## src/color_proximity_sensing_map.svh

```systemverilog
// Register map, field positions, reset values and timing for the sensor control block
// Behaviour
// - Ambient mode picks clear, clear+IR, or all channels
// - Enabled ambient channels latch together in parallel
// - Ambient interrupt from window thresholds and persistence
// - Interrupt latched until status register is read or its bit is written with one
// - LED current set in 10 mA steps, 0-110 mA
// - IR path switches between DC ambient and AC proximity
// - Ambient rejection sampling tracks the LED pulse
// - Exactly one LED pulse per proximity measurement
// - Every result lands in a readable output register
`ifndef COLOR_PROXIMITY_SENSING_MAP_SVH
`define COLOR_PROXIMITY_SENSING_MAP_SVH

// Register indices; byte address is four times the index
`define IDX_STATUS 5'h00
`define IDX_MAIN_CFG 5'h01
`define IDX_AMB_CFG 5'h02
`define IDX_PROXIMITY_SENSING_CFG 5'h03
`define IDX_CLEAR_HI 5'h04
`define IDX_IRCOMP_HI 5'h0e
`define IDX_IRCOMP_LO 5'h0f
`define IDX_PROXIMITY_SENSING_HI 5'h10
`define IDX_PROXIMITY_SENSING_LO 5'h11
`define IDX_TEMP_HI 5'h12
`define IDX_TEMP_LO 5'h13
`define IDX_UPTH_HI 5'h14
`define IDX_UPTH_LO 5'h15
`define IDX_LOTH_HI 5'h16
`define IDX_LOTH_LO 5'h17
`define IDX_PERSIST 5'h18
`define IDX_IRQ_MASK 5'h19
`define IDX_PROXIMITY_SENSING_TH 5'h1a

// Reset values
`define RST_STATUS 8'h04
`define RST_MAIN_CFG 8'h00
`define RST_AMB_CFG 8'h20
`define RST_PROXIMITY_SENSING_CFG 8'h02
`define RST_MASK 8'h00

// Field positions
`define BIT_AMB_INT 0
`define BIT_PROXIMITY_SENSING_INT 1
`define BIT_PWRON 2
`define MODE_LSB 2
`define TEMPEN_BIT 5
`define DRIVE_LSB 4
`define DRIVE_MAX 4'hb

// Timing
`define CLK_PERIOD_NS 5
`define LED_PULSE_NS 1000
`define REPEAT_NS 100000

`endif

```

## src/color_proximity_sensing_pkg.sv

```systemverilog
// Types shared by the sensor control block
package color_proximity_sensing_pkg;

  // Measurement sequencer, Gray coded from SEQ_IDLE through SEQ_AMB, SEQ_LED and SEQ_PROXIMITY_SENSING to SEQ_WAIT
  typedef enum logic [2:0] {
    SEQ_IDLE = 3'b000,
    SEQ_AMB = 3'b001,
    SEQ_LED = 3'b011,
    SEQ_PROXIMITY_SENSING = 3'b010,
    SEQ_WAIT = 3'b110
  } seq_e;

  typedef struct packed {
    seq_e seq;
    logic [15:0] cnt;
    logic [7:0] status;
    logic [7:0] mask;
    logic [7:0] main_cfg;
    logic [7:0] amb_cfg;
    logic [7:0] proximity_sensing_cfg;
    logic [7:0] persist;
    logic [13:0] up_th;
    logic [13:0] lo_th;
    logic [7:0] proximity_sensing_th;
    logic [5:0][13:0] res;
    logic [9:0] proximity_sensing;
    logic [3:0] pers_cnt;
    logic [4:0] ch_en;
    logic amb_start;
    logic proximity_sensing_start;
    logic led_on;
    logic rej_sample;
    logic ir_ac;
    logic [3:0] led_code;
    logic [31:0] prdata;
    logic pready;
    logic pslverr;
    logic irq;
    logic int_oe;
  } state_s;

endpackage

```

## src/color_proximity_sensing_sensor_control.sv

```systemverilog
// Sensor control: APB registers, measurement sequencer, LED pulse, interrupt
`timescale 1ns/1ps
`include "color_proximity_sensing_map.svh"

module color_proximity_sensing_sensor_control #(
  parameter int REPEAT_CYCLES = `REPEAT_NS / `CLK_PERIOD_NS
) (
  // Clock and reset
  input wire logic clk_sys,
  input wire logic reset,
  // APB slave
  input wire logic psel,
  input wire logic penable,
  input wire logic pwrite,
  input wire logic [7:0] paddr,
  input wire logic [31:0] pwdata,
  input wire logic [3:0] pstrb,
  output logic [31:0] prdata,
  output logic pready,
  output logic pslverr,
  // Ambient converters: clear, red, green, blue, ir, temperature
  output logic [4:0] amb_ch_en,
  output logic amb_start,
  input wire logic amb_done,
  input wire logic [13:0] adc_clear,
  input wire logic [13:0] adc_red,
  input wire logic [13:0] adc_green,
  input wire logic [13:0] adc_blue,
  input wire logic [13:0] adc_ir,
  input wire logic [13:0] adc_temp,
  // Proximity path
  output logic ir_path_ac,
  output logic rej_sample,
  output logic proximity_sensing_start,
  input wire logic proximity_sensing_done,
  input wire logic [9:0] adc_proximity_sensing,
  // LED driver
  output logic led_pulse,
  output logic [3:0] led_current_drive,
  // Interrupt
  output logic irq,
  output logic int_pin_oe
);
  import color_proximity_sensing_pkg::*;

  localparam int LED_RAW = (`LED_PULSE_NS + `CLK_PERIOD_NS - 1) / `CLK_PERIOD_NS;
  localparam int LED_CYC = (LED_RAW < 1) ? 1 : LED_RAW;
  localparam logic [15:0] LED_LAST = 16'(LED_CYC - 1);
  localparam logic [15:0] REPEAT_LAST = 16'(REPEAT_CYCLES - 1);

  state_s s;
  state_s n;

  // Channel enables per mode: {ir, blue, green, red, clear}
  function automatic logic [4:0] amb_channels(input logic [2:0] mode);
    case (mode)
      3'h0: amb_channels = 5'h01;
      3'h1: amb_channels = 5'h11;
      3'h2: amb_channels = 5'h1f;
      3'h4: amb_channels = 5'h01;
      3'h5: amb_channels = 5'h1f;
      default: amb_channels = 5'h00;
    endcase
  endfunction

  // Modes that add a proximity measurement to each round
  function automatic logic proximity_sensing_wanted(input logic [2:0] mode);
    proximity_sensing_wanted = (mode == 3'h3) || (mode == 3'h4) || (mode == 3'h5);
  endfunction

  // Read mux over the byte registers; hi/lo split of 14-bit results
  function automatic logic [7:0] hi14(input logic [13:0] v);
    hi14 = {2'b00, v[13:8]};
  endfunction

  function automatic logic [7:0] read_reg(input state_s st, input logic [4:0] idx);
    read_reg = 8'h00;
    case (idx)
      `IDX_STATUS: read_reg = st.status;
      `IDX_MAIN_CFG: read_reg = st.main_cfg;
      `IDX_AMB_CFG: read_reg = st.amb_cfg;
      `IDX_PROXIMITY_SENSING_CFG: read_reg = st.proximity_sensing_cfg;
      5'h04, 5'h06, 5'h08, 5'h0a, 5'h0c: read_reg = hi14(st.res[(idx - 5'h04) >> 1]);
      5'h05, 5'h07, 5'h09, 5'h0b, 5'h0d: read_reg = st.res[(idx - 5'h05) >> 1][7:0];
      `IDX_PROXIMITY_SENSING_HI: read_reg = {6'h00, st.proximity_sensing[9:8]};
      `IDX_PROXIMITY_SENSING_LO: read_reg = st.proximity_sensing[7:0];
      `IDX_TEMP_HI: read_reg = hi14(st.res[5]);
      `IDX_TEMP_LO: read_reg = st.res[5][7:0];
      `IDX_UPTH_HI: read_reg = hi14(st.up_th);
      `IDX_UPTH_LO: read_reg = st.up_th[7:0];
      `IDX_LOTH_HI: read_reg = hi14(st.lo_th);
      `IDX_LOTH_LO: read_reg = st.lo_th[7:0];
      `IDX_PERSIST: read_reg = st.persist;
      `IDX_IRQ_MASK: read_reg = st.mask;
      `IDX_PROXIMITY_SENSING_TH: read_reg = st.proximity_sensing_th;
      default: read_reg = 8'h00;
    endcase
  endfunction

  // Next-state logic for the whole block
  always_comb begin
    logic [4:0] idx;
    logic mapped;
    logic acc;
    logic wr;
    logic [7:0] wb;
    logic [7:0] set_bits;
    logic [7:0] clr_bits;
    logic [2:0] mode;
    logic outside;
    logic [3:0] need;
    idx = paddr[6:2];
    mapped = (paddr[7] == 1'b0) && (paddr[1:0] == 2'b00) && (idx <= `IDX_PROXIMITY_SENSING_TH);
    acc = psel && penable && s.pready;
    wr = acc && pwrite && mapped && pstrb[0];
    wb = pwdata[7:0];
    set_bits = 8'h00;
    clr_bits = 8'h00;
    mode = s.main_cfg[`MODE_LSB +: 3];
    outside = 1'b0;
    need = 4'h1 << s.persist[1:0];
    n = s;
    n.amb_start = 1'b0;
    n.proximity_sensing_start = 1'b0;

    // Bus slave: data latched in setup, answer one cycle later
    n.pready = psel && !penable && !s.pready;
    // Error flag stands only with pready; unmapped places answer zero
    n.pslverr = n.pready && !mapped;
    if (psel && !penable) begin
      n.prdata = mapped ? {24'h000000, read_reg(s, idx)} : 32'h00000000;
    end

    // Configuration writes; result registers ignore writes
    if (wr) begin
      case (idx)
        `IDX_MAIN_CFG: n.main_cfg = wb;
        `IDX_AMB_CFG: n.amb_cfg = wb;
        `IDX_PROXIMITY_SENSING_CFG: n.proximity_sensing_cfg = wb;
        `IDX_UPTH_HI: n.up_th[13:8] = wb[5:0];
        `IDX_UPTH_LO: n.up_th[7:0] = wb;
        `IDX_LOTH_HI: n.lo_th[13:8] = wb[5:0];
        `IDX_LOTH_LO: n.lo_th[7:0] = wb;
        `IDX_PERSIST: n.persist = {6'h00, wb[1:0]};
        `IDX_IRQ_MASK: n.mask = {5'h00, wb[2:0]};
        `IDX_PROXIMITY_SENSING_TH: n.proximity_sensing_th = wb;
        default: n.mask = n.mask;
      endcase
    end

    // Status clears: a read clears all, a write clears the ones written
    if (acc && mapped && idx == `IDX_STATUS) begin
      clr_bits = pwrite ? (pstrb[0] ? wb : 8'h00) : 8'hff;
    end

    // Measurement sequencer
    case (s.seq)
      SEQ_IDLE: begin
        n.cnt = 16'h0000;
        n.ch_en = amb_channels(mode);
        if (amb_channels(mode) != 5'h00) begin
          n.amb_start = 1'b1;
          n.seq = SEQ_AMB;
        end else if (proximity_sensing_wanted(mode)) begin
          n.ir_ac = 1'b1;
          n.led_on = 1'b1;
          n.rej_sample = 1'b1;
          n.seq = SEQ_LED;
        end
      end
      SEQ_AMB: begin
        if (amb_done) begin
          // All enabled channels captured on the same edge
          for (int i = 0; i < 5; i++) begin
            if (s.ch_en[i]) begin
              n.res[i] = (i == 0) ? adc_clear : (i == 1) ? adc_red :
                (i == 2) ? adc_green : (i == 3) ? adc_blue : adc_ir;
            end
          end
          if (s.amb_cfg[`TEMPEN_BIT]) begin
            n.res[5] = adc_temp;
          end
          // Window check with persistence on the clear channel
          outside = (adc_clear > s.up_th) || (adc_clear < s.lo_th);
          if (!outside) begin
            n.pers_cnt = 4'h0;
          end else if (s.pers_cnt + 4'h1 >= need) begin
            set_bits[`BIT_AMB_INT] = 1'b1;
            n.pers_cnt = need;
          end else begin
            n.pers_cnt = s.pers_cnt + 4'h1;
          end
          if (proximity_sensing_wanted(mode)) begin
            n.ir_ac = 1'b1;
            n.led_on = 1'b1;
            n.rej_sample = 1'b1;
            n.seq = SEQ_LED;
          end else begin
            n.seq = SEQ_WAIT;
          end
        end
      end
      SEQ_LED: begin
        // One pulse only; rejection sampling follows it exactly
        if (s.cnt >= LED_LAST) begin
          n.cnt = 16'h0000;
          n.led_on = 1'b0;
          n.rej_sample = 1'b0;
          n.proximity_sensing_start = 1'b1;
          n.seq = SEQ_PROXIMITY_SENSING;
        end else begin
          n.cnt = s.cnt + 16'h0001;
        end
      end
      SEQ_PROXIMITY_SENSING: begin
        if (proximity_sensing_done) begin
          n.proximity_sensing = adc_proximity_sensing;
          n.ir_ac = 1'b0;
          if (adc_proximity_sensing[9:2] > s.proximity_sensing_th) begin
            set_bits[`BIT_PROXIMITY_SENSING_INT] = 1'b1;
          end
          n.seq = SEQ_WAIT;
        end
      end
      SEQ_WAIT: begin
        if (s.cnt >= REPEAT_LAST) begin
          n.cnt = 16'h0000;
          n.seq = SEQ_IDLE;
        end else begin
          n.cnt = s.cnt + 16'h0001;
        end
      end
      default: begin
        n.seq = SEQ_IDLE;
      end
    endcase

    // LED current code, clamped to the top step of 110 mA
    if (n.led_on) begin
      n.led_code = (s.proximity_sensing_cfg[`DRIVE_LSB +: 4] > `DRIVE_MAX) ? `DRIVE_MAX :
        s.proximity_sensing_cfg[`DRIVE_LSB +: 4];
    end else begin
      n.led_code = 4'h0;
    end

    // Sticky status: a new event beats a clear in the same cycle
    n.status = (s.status & ~clr_bits) | set_bits;
    n.irq = |(n.status & n.mask);
    n.int_oe = n.irq;
  end

  // State register
  always_ff @(posedge clk_sys) begin
    if (reset) begin
      s <= '0;
      s.seq <= SEQ_IDLE;
      s.status <= `RST_STATUS;
      s.main_cfg <= `RST_MAIN_CFG;
      s.amb_cfg <= `RST_AMB_CFG;
      s.proximity_sensing_cfg <= `RST_PROXIMITY_SENSING_CFG;
      s.mask <= `RST_MASK;
    end else begin
      s <= n;
    end
  end

  // Outputs straight from the state register
  assign prdata = s.prdata;
  assign pready = s.pready;
  assign pslverr = s.pslverr;
  assign amb_ch_en = s.ch_en;
  assign amb_start = s.amb_start;
  assign ir_path_ac = s.ir_ac;
  assign rej_sample = s.rej_sample;
  assign proximity_sensing_start = s.proximity_sensing_start;
  assign led_pulse = s.led_on;
  assign led_current_drive = s.led_code;
  assign irq = s.irq;
  assign int_pin_oe = s.int_oe;

endmodule

```

## config.mk

```make
export PLATFORM = sky130hd
export DESIGN_NAME = color_proximity_sensing_sensor_control
export DESIGN_NICKNAME = d
export VERILOG_FILES = /design/src/color_proximity_sensing_pkg.sv /design/src/color_proximity_sensing_sensor_control.sv
export VERILOG_INCLUDE_DIRS = /design/src
export SDC_FILE = /design/constraint.sdc
export NUM_CORES = 1
export LEC_CHECK = 0
export BUFFER_PORTS_ARGS = -buffer_cell sky130_fd_sc_hd__buf_2
export CORE_MARGIN = 1
export CORE_UTILIZATION = 60
export CTS_CLUSTER_DIAMETER = 120
export DETAILED_ROUTE_END_ITERATION = 16
export PLACE_DENSITY = 0.84
export SYNTH_ARGS = -nofsm -noshare
export SYNTH_HDL_FRONTEND = slang
export SYNTH_SLANG_ARGS = --single-unit
```

## constraint.sdc

```tcl
create_clock -name clk_sys -period 8.14 [get_ports clk_sys]
set_clock_uncertainty 0.05 [all_clocks]
set_input_delay 1.628 -clock clk_sys [delete_from_list [all_inputs] [get_ports clk_sys]]
set_output_delay 1.628 -clock clk_sys [all_outputs]
set_load 0.02 [all_outputs]
```

# Word level (Yosys, flattened, before mapping)
# Cells that the tools add are included.
# Widths: inputs -> output; s select.
dict set report word_totals {
  romBits 0
  n_memories 0
  register_bits 244
  inputBits 145
  latchBits 0
  mem_bits_rw 0
}
dict set report op_classes {
  bitwise_logic 8
  n_shift 1
  reduce_logical 55
  order_cmp 10
  addsub 4
  muxes 51
  n_div 0
  multipliers 0
  n_eq_ne 39
}
# op count
set op_table {}
lappend op_table {{$pmux 8 s17} 1}
lappend op_table {{$mux 8} 12}
lappend op_table {{$bmux 14 s3} 2}
lappend op_table {{$mux 76} 1}
lappend op_table {{$eq 5x5->1 const B} 11}
lappend op_table {{$pmux 16 s3} 1}
lappend op_table {{$mux 3} 11}
lappend op_table {{$mux 16} 2}
lappend op_table {{$eq 5x4->1 const B} 6}
lappend op_table {{$reduce_and 2->1} 11}
lappend op_table {{$eq 5x3->1 const B} 4}
lappend op_table {{$reduce_and 3->1} 6}
lappend op_table {{$add 16x1->16 const B} 1}
lappend op_table {{$and 8x8->8} 2}
lappend op_table {{$ge 16x15->1 const B} 1}
lappend op_table {{$ge 16x8->1 const B} 1}
lappend op_table {{$pmux 3 s5} 1}
lappend op_table {{$pmux 5 s3} 1}
lappend op_table {{$gt 14x14->1} 1}
lappend op_table {{$lt 14x14->1} 1}
lappend op_table {{$mux 14} 1}
lappend op_table {{$eq 3x2->1 const B} 4}
lappend op_table {{$logic_and 1x1->1} 12}
lappend op_table {{$mux 4} 3}
lappend op_table {{36 further kinds} 71}

# Depth between registers and ports, before layout
dict set report logic_depth {
  depth_word 11
  mapped_depth 14
  ltp_nobuf 9
}

# Worst setup path after synthesis
# OpenSTA, ideal clock, no wires.
dict set report synth_path {
  path_type {input-to-reg}
  start {input port paddr[3]}
  end {register s (netlist bit prdata[3])}
  path_buffers 3
  arrival_ns 3.684
  stages 10
  path_slack_ns 4.292
  required_ns 7.976
  path_cell_list {buf_2 -> buf_2 -> inv_1 -> ha_1 -> clkbuf_1 -> o41ai_1 -> nand4_1 -> o31ai_1 -> a31oi_1 -> a21o_1}
}
dict set report synth_via {
  elab_chain_len 5
}
# element line
set synth_rtl {}
lappend synth_rtl {{start: declaration} color_proximity_sensing_sensor_control.sv:15} ;# input wire logic [7:0] paddr,
lappend synth_rtl {{$sub 5x3->5 (on tied branches)} {color_proximity_sensing_sensor_control.sv:84, color_proximity_sensing_sensor_control.sv:83}}
lappend synth_rtl {{$bmux 14 s3 (on tied branches)} {color_proximity_sensing_sensor_control.sv:84, color_proximity_sensing_sensor_control.sv:83}}
lappend synth_rtl {{$mux 8 (implied by the code) or $mux 14 (tied branches)} {color_proximity_sensing_sensor_control.sv:84, color_proximity_sensing_sensor_control.sv:83}}
lappend synth_rtl {{$pmux 8 s17} color_proximity_sensing_sensor_control.sv:78} ;# case (idx)
lappend synth_rtl {{$mux 8 *} color_proximity_sensing_sensor_control.sv:131} ;# n.prdata = mapped ? {24'h000000, read_reg(s, idx)} : 32'h00000000;
lappend synth_rtl {{end signal: assignment} color_proximity_sensing_sensor_control.sv:263} ;# s <= n;
lappend synth_rtl {{end: declaration} color_proximity_sensing_sensor_control.sv:51} ;# state_s s;
# Mark *: on every way between the ends. The rest lies on a longest branch, timed or not. The select of a mux whose other input is x is not followed.
# A chain may end at the register's enable or synchronous reset.

# Worst setup path in the final report
dict set report layout_path {
  start {input port paddr[3]}
  end {register s[205] (netlist name)}
}
dict set report layout_via {
  elab_chain_len 5
}
# element line
set layout_rtl {}
lappend layout_rtl {{$le 5x5->1 (no line)} --}
lappend layout_rtl {{$logic_and 1x1->1} color_proximity_sensing_sensor_control.sv:113} ;# mapped = (paddr[7] == 1'b0) && (paddr[1:0] == 2'b00) && (idx <= `IDX_PROXIMITY_SENSING_TH);
lappend layout_rtl {{$logic_and 1x1->1 (2 in a row)} color_proximity_sensing_sensor_control.sv:115} ;# wr = acc && pwrite && mapped && pstrb[0];
lappend layout_rtl {{$reduce_and 2->1 (no line) *} --}
# Mark *: on every way between the ends. The rest lies on a longest branch, timed or not.

==> metrics.md <==
| Metric | Value |
|---|---|
| Post-synth ARST share | 0% |
| Pin count of the biggest net entering global routing | 106 |
| Hold Buf Count CTS | 0 |
| Congestion Overflow GR | 0 |
| Clk Latency, worst-skew pair | 0.51 ns |
| Post-Place Cells | 1,695 |
| Crit path DAT | 5.37 ns |
| Routed Antenna Nets | 0 |
| Synthesized area per cell | 7.992 µm² |
| Starting Density | 61.06% |
| Yosys top cell area share | 38.21% |
| Mapped Cells | 1,429 |
| Setup slack after layout | 3.121 ns |
| Gate power share | 18.2% |
| Setup Fix Bufs, Post-CTS | 0 |
| Worst Hold Path Cells | 1 |
| RSZ-0062 raised after global routing | no |
| Remaining routing DRC violations | 0 |
| Nets | 1,681 |
| Sum of negative setup slack | 0 ns |
| Initial antenna violation count | 2 |
| Clock power frac | 39.2% |
| Count of non-filler cells in the finished layout | 1,738 |
| WL final | 32,630 µm |
| Post-DP HPWL | 23,390 µm |
| Area contributors post-synth | dfxtp_1 38%, nand2_1 8.5%, a21oi_1 7.2% |
| CP startpoint | paddr[3] |
| Vias/cell | 6.129 |
| Register bit total from synthesis | 218 |
| DRT iter0 DRCs | 1,214 |
| Clock-pin slew on the worst setup and hold paths | 0.06 ns |
| Final hold vios | 0 |
| Worst slew margin | 22.23% |
| Clock sinks | 218 |
| Max Buffers Root-to-Sink | 3 |
| Overall Global Routing Usage | 32.41% |
| Synth warnings | 0 |
| H-tree levels | 1 |
| Switch Pwr | 0.0008355 W |
| Most common cell after layout, fill and taps aside | nand2_1 |
| Crit-path max FO | 22 |
| Fmax | 199.2 MHz |
| Die width | 140.0 µm |
| Status | completed |
| Worst min path class | reg2reg |
| CTS Buf Count | 23 |
| RR Startpoint | pready |
| Leakage | 4.753 nW |
| CP Capture Type | flop |
| CORE AREA | 0.01871 mm² |
| CTS tree | yes |
| Ports | 195 |
| Sequential area share after synthesis | 38.21% |
| Routed length per placed instance | 18.78 µm |
| Area grow syn2layout | 10.53% |
| Vias in the first global route | 9,512 |
| Place WS | 2.758 ns |
| Post_cts resized | 0 |
| EDFF count, synth | 0 |
| Util after Layout | 67.48% |
| Synthesized area | 0.01142 mm² |
| DRT Pass-1 Iters | 8 |
| FF-to-FF path depth | 6 |
| Fraction of layout cells with a size suffix above 1 | 14.51% |
| Worst-margin pin slew | 1.158 ns |
| Seq pwr share | 42.6% |
| Period utilization | 61.66% |
| Most frequent cells in the layout | 260 x nand2_1, 218 x dfxtp_1, 164 x a21oi_1, 142 x buf_2, 123 x nor2_1 |
| Cell Rows | 50 |
| Final setup violating endpoints | 0 |
| Critical path class | in2reg |
| Worst vdd ir | 0.1202 mV |
| Port Buffers | 143 |
| Vias after detailed routing | 10,653 |
| Max-cap violations | 0 |
| Power Total | 0.002780 W |
| Die Y-Extent | 140.0 µm |
| Root Buffer | clkbuf_16 |
| Sw Ratio | 30.06% |
| WP data required | 8.49 ns |
| Final estimated routing congestion in global placement | 0.9631 |
| Synth cell types | 72 |
| Die ar. | 0.01959 mm² |
| Slew Viols, Final | 0 |
| Global-route wire length before repair | 50,040 µm |
| Origin of the worst min-delay path | pready |
| P_int | 0.001944 W |
| Crit start category | input pin |
| PwrDens | 220.2 mW/mm² |
| Ys flop type | dfxtp_1 |
| Min Clock Period, post-route | 5.019 ns |
| Cell taking the most area after synthesis | dfxtp_1 |
[cell type report]
cell class	count	area, µm²
clock buffer	30	651.9
clock inverter	11	135.1
multi-input combinational	1048	6231
antenna	2	5.005
inverter	45	168.9
fill	1552	6082
tap	234	292.8
timing repair buffer	150	774.5
sequential	218	4364
[state kept, by name, indices dropped and copies added (netlist names)]
signal,count
int_pin_oe,1
rej_sample,1
proximity_sensing_start,1
prdata,8
pslverr,1
led_current_drive,4
led_pulse,1
amb_ch_en,3
amb_start,1
s,195
pready,1
ir_path_ac,1
[critical path, cell delays in order]
cell and delay, ns:
buf_2 0.40, ha_1 0.87, and2_1 0.27, o311a_1 0.44, nand3_2 0.42, nor2b_1 0.92
nor2b_1 0.12, a211o_1 0.30
[through the flow]
stage | hold slack (ns) | instance area (µm²)
detailed placement | 0.3927 | 11830
global route | 0.4266 | 12620
global placement | 0.3802 | 11830
CTS | 0.4033 | 12620
floorplan | 0.3721 | 11510
finish | 0.4001 | 12620
[per-layer routing]
metal / share of wire (%) / routed length, µm / track usage (%) / vias up
li1: - / - / - / 5033
met1: 40 / 13170 / 43.75 / 4995
met2: 46 / 15000 / 51.95 / 526
met3: 9.7 / 3150 / 4.615 / 99
met4: 4.0 / 1311 / 13.82 / 0
met5: 0 / 0 / 0 / -
[Yosys cell counts, types with 5 or more instances]
cell,instances
a211o_1,5
a211oi_1,9
a21o_1,6
a21oi_1,164
a221oi_1,7
a222oi_1,9
a22oi_1,14
a31oi_1,8
and2_1,13
and3_1,12
buf_1,6
buf_2,19
buf_4,44
clkbuf_1,68
dfxtp_1,218
ha_1,50
inv_1,45
mux2i_1,65
mux4_2,12
nand2_1,260
nand3_1,76
nand3b_1,5
nand4_1,13
nor2_1,123
nor2b_1,15
nor3_1,16
nor3b_1,6
o21ai_0,47
o22ai_1,8
o31ai_1,5
or3_1,7
[logic make-up after synthesis]
logic type               after synthesis  synth area share, %
flip-flops                           218                38.21
XOR/XNOR                               5               0.4493
other                                  1              0.03283
buffers and inverters                186                8.030
multiplexers                          80                8.359
AO/OA/AOI/OAI                        319                16.99
adder cells (fa/ha/maj)               50                5.478
AND/OR/NAND/NOR                      570                22.45
[worst paths after layout]
path / end / slack (ns)
min: pready / 0.40
max: s[205] / 3.12
min reg2reg: pready / 0.40
max reg2reg: s[205] / 5.25
[power by group through the flow]
| stage | Combinational [W] | Clock, W | Sequential, W |
|---|---|---|---|
| 4_1_cts | 0.000499 | 0.00110 | 0.00118 |
| 3_3_place_gp | 0.000486 | 0 | 0.00120 |
| 5_1_grt | 0.000551 | 0.00114 | 0.00119 |
| 6_report | 0.000506 | 0.00109 | 0.00118 |
| 2_1_floorplan | 0.000408 | 0 | 0.00117 |
| 3_5_place_dp | 0.000496 | 0 | 0.00120 |
Power figures use the tool's default switching activity.
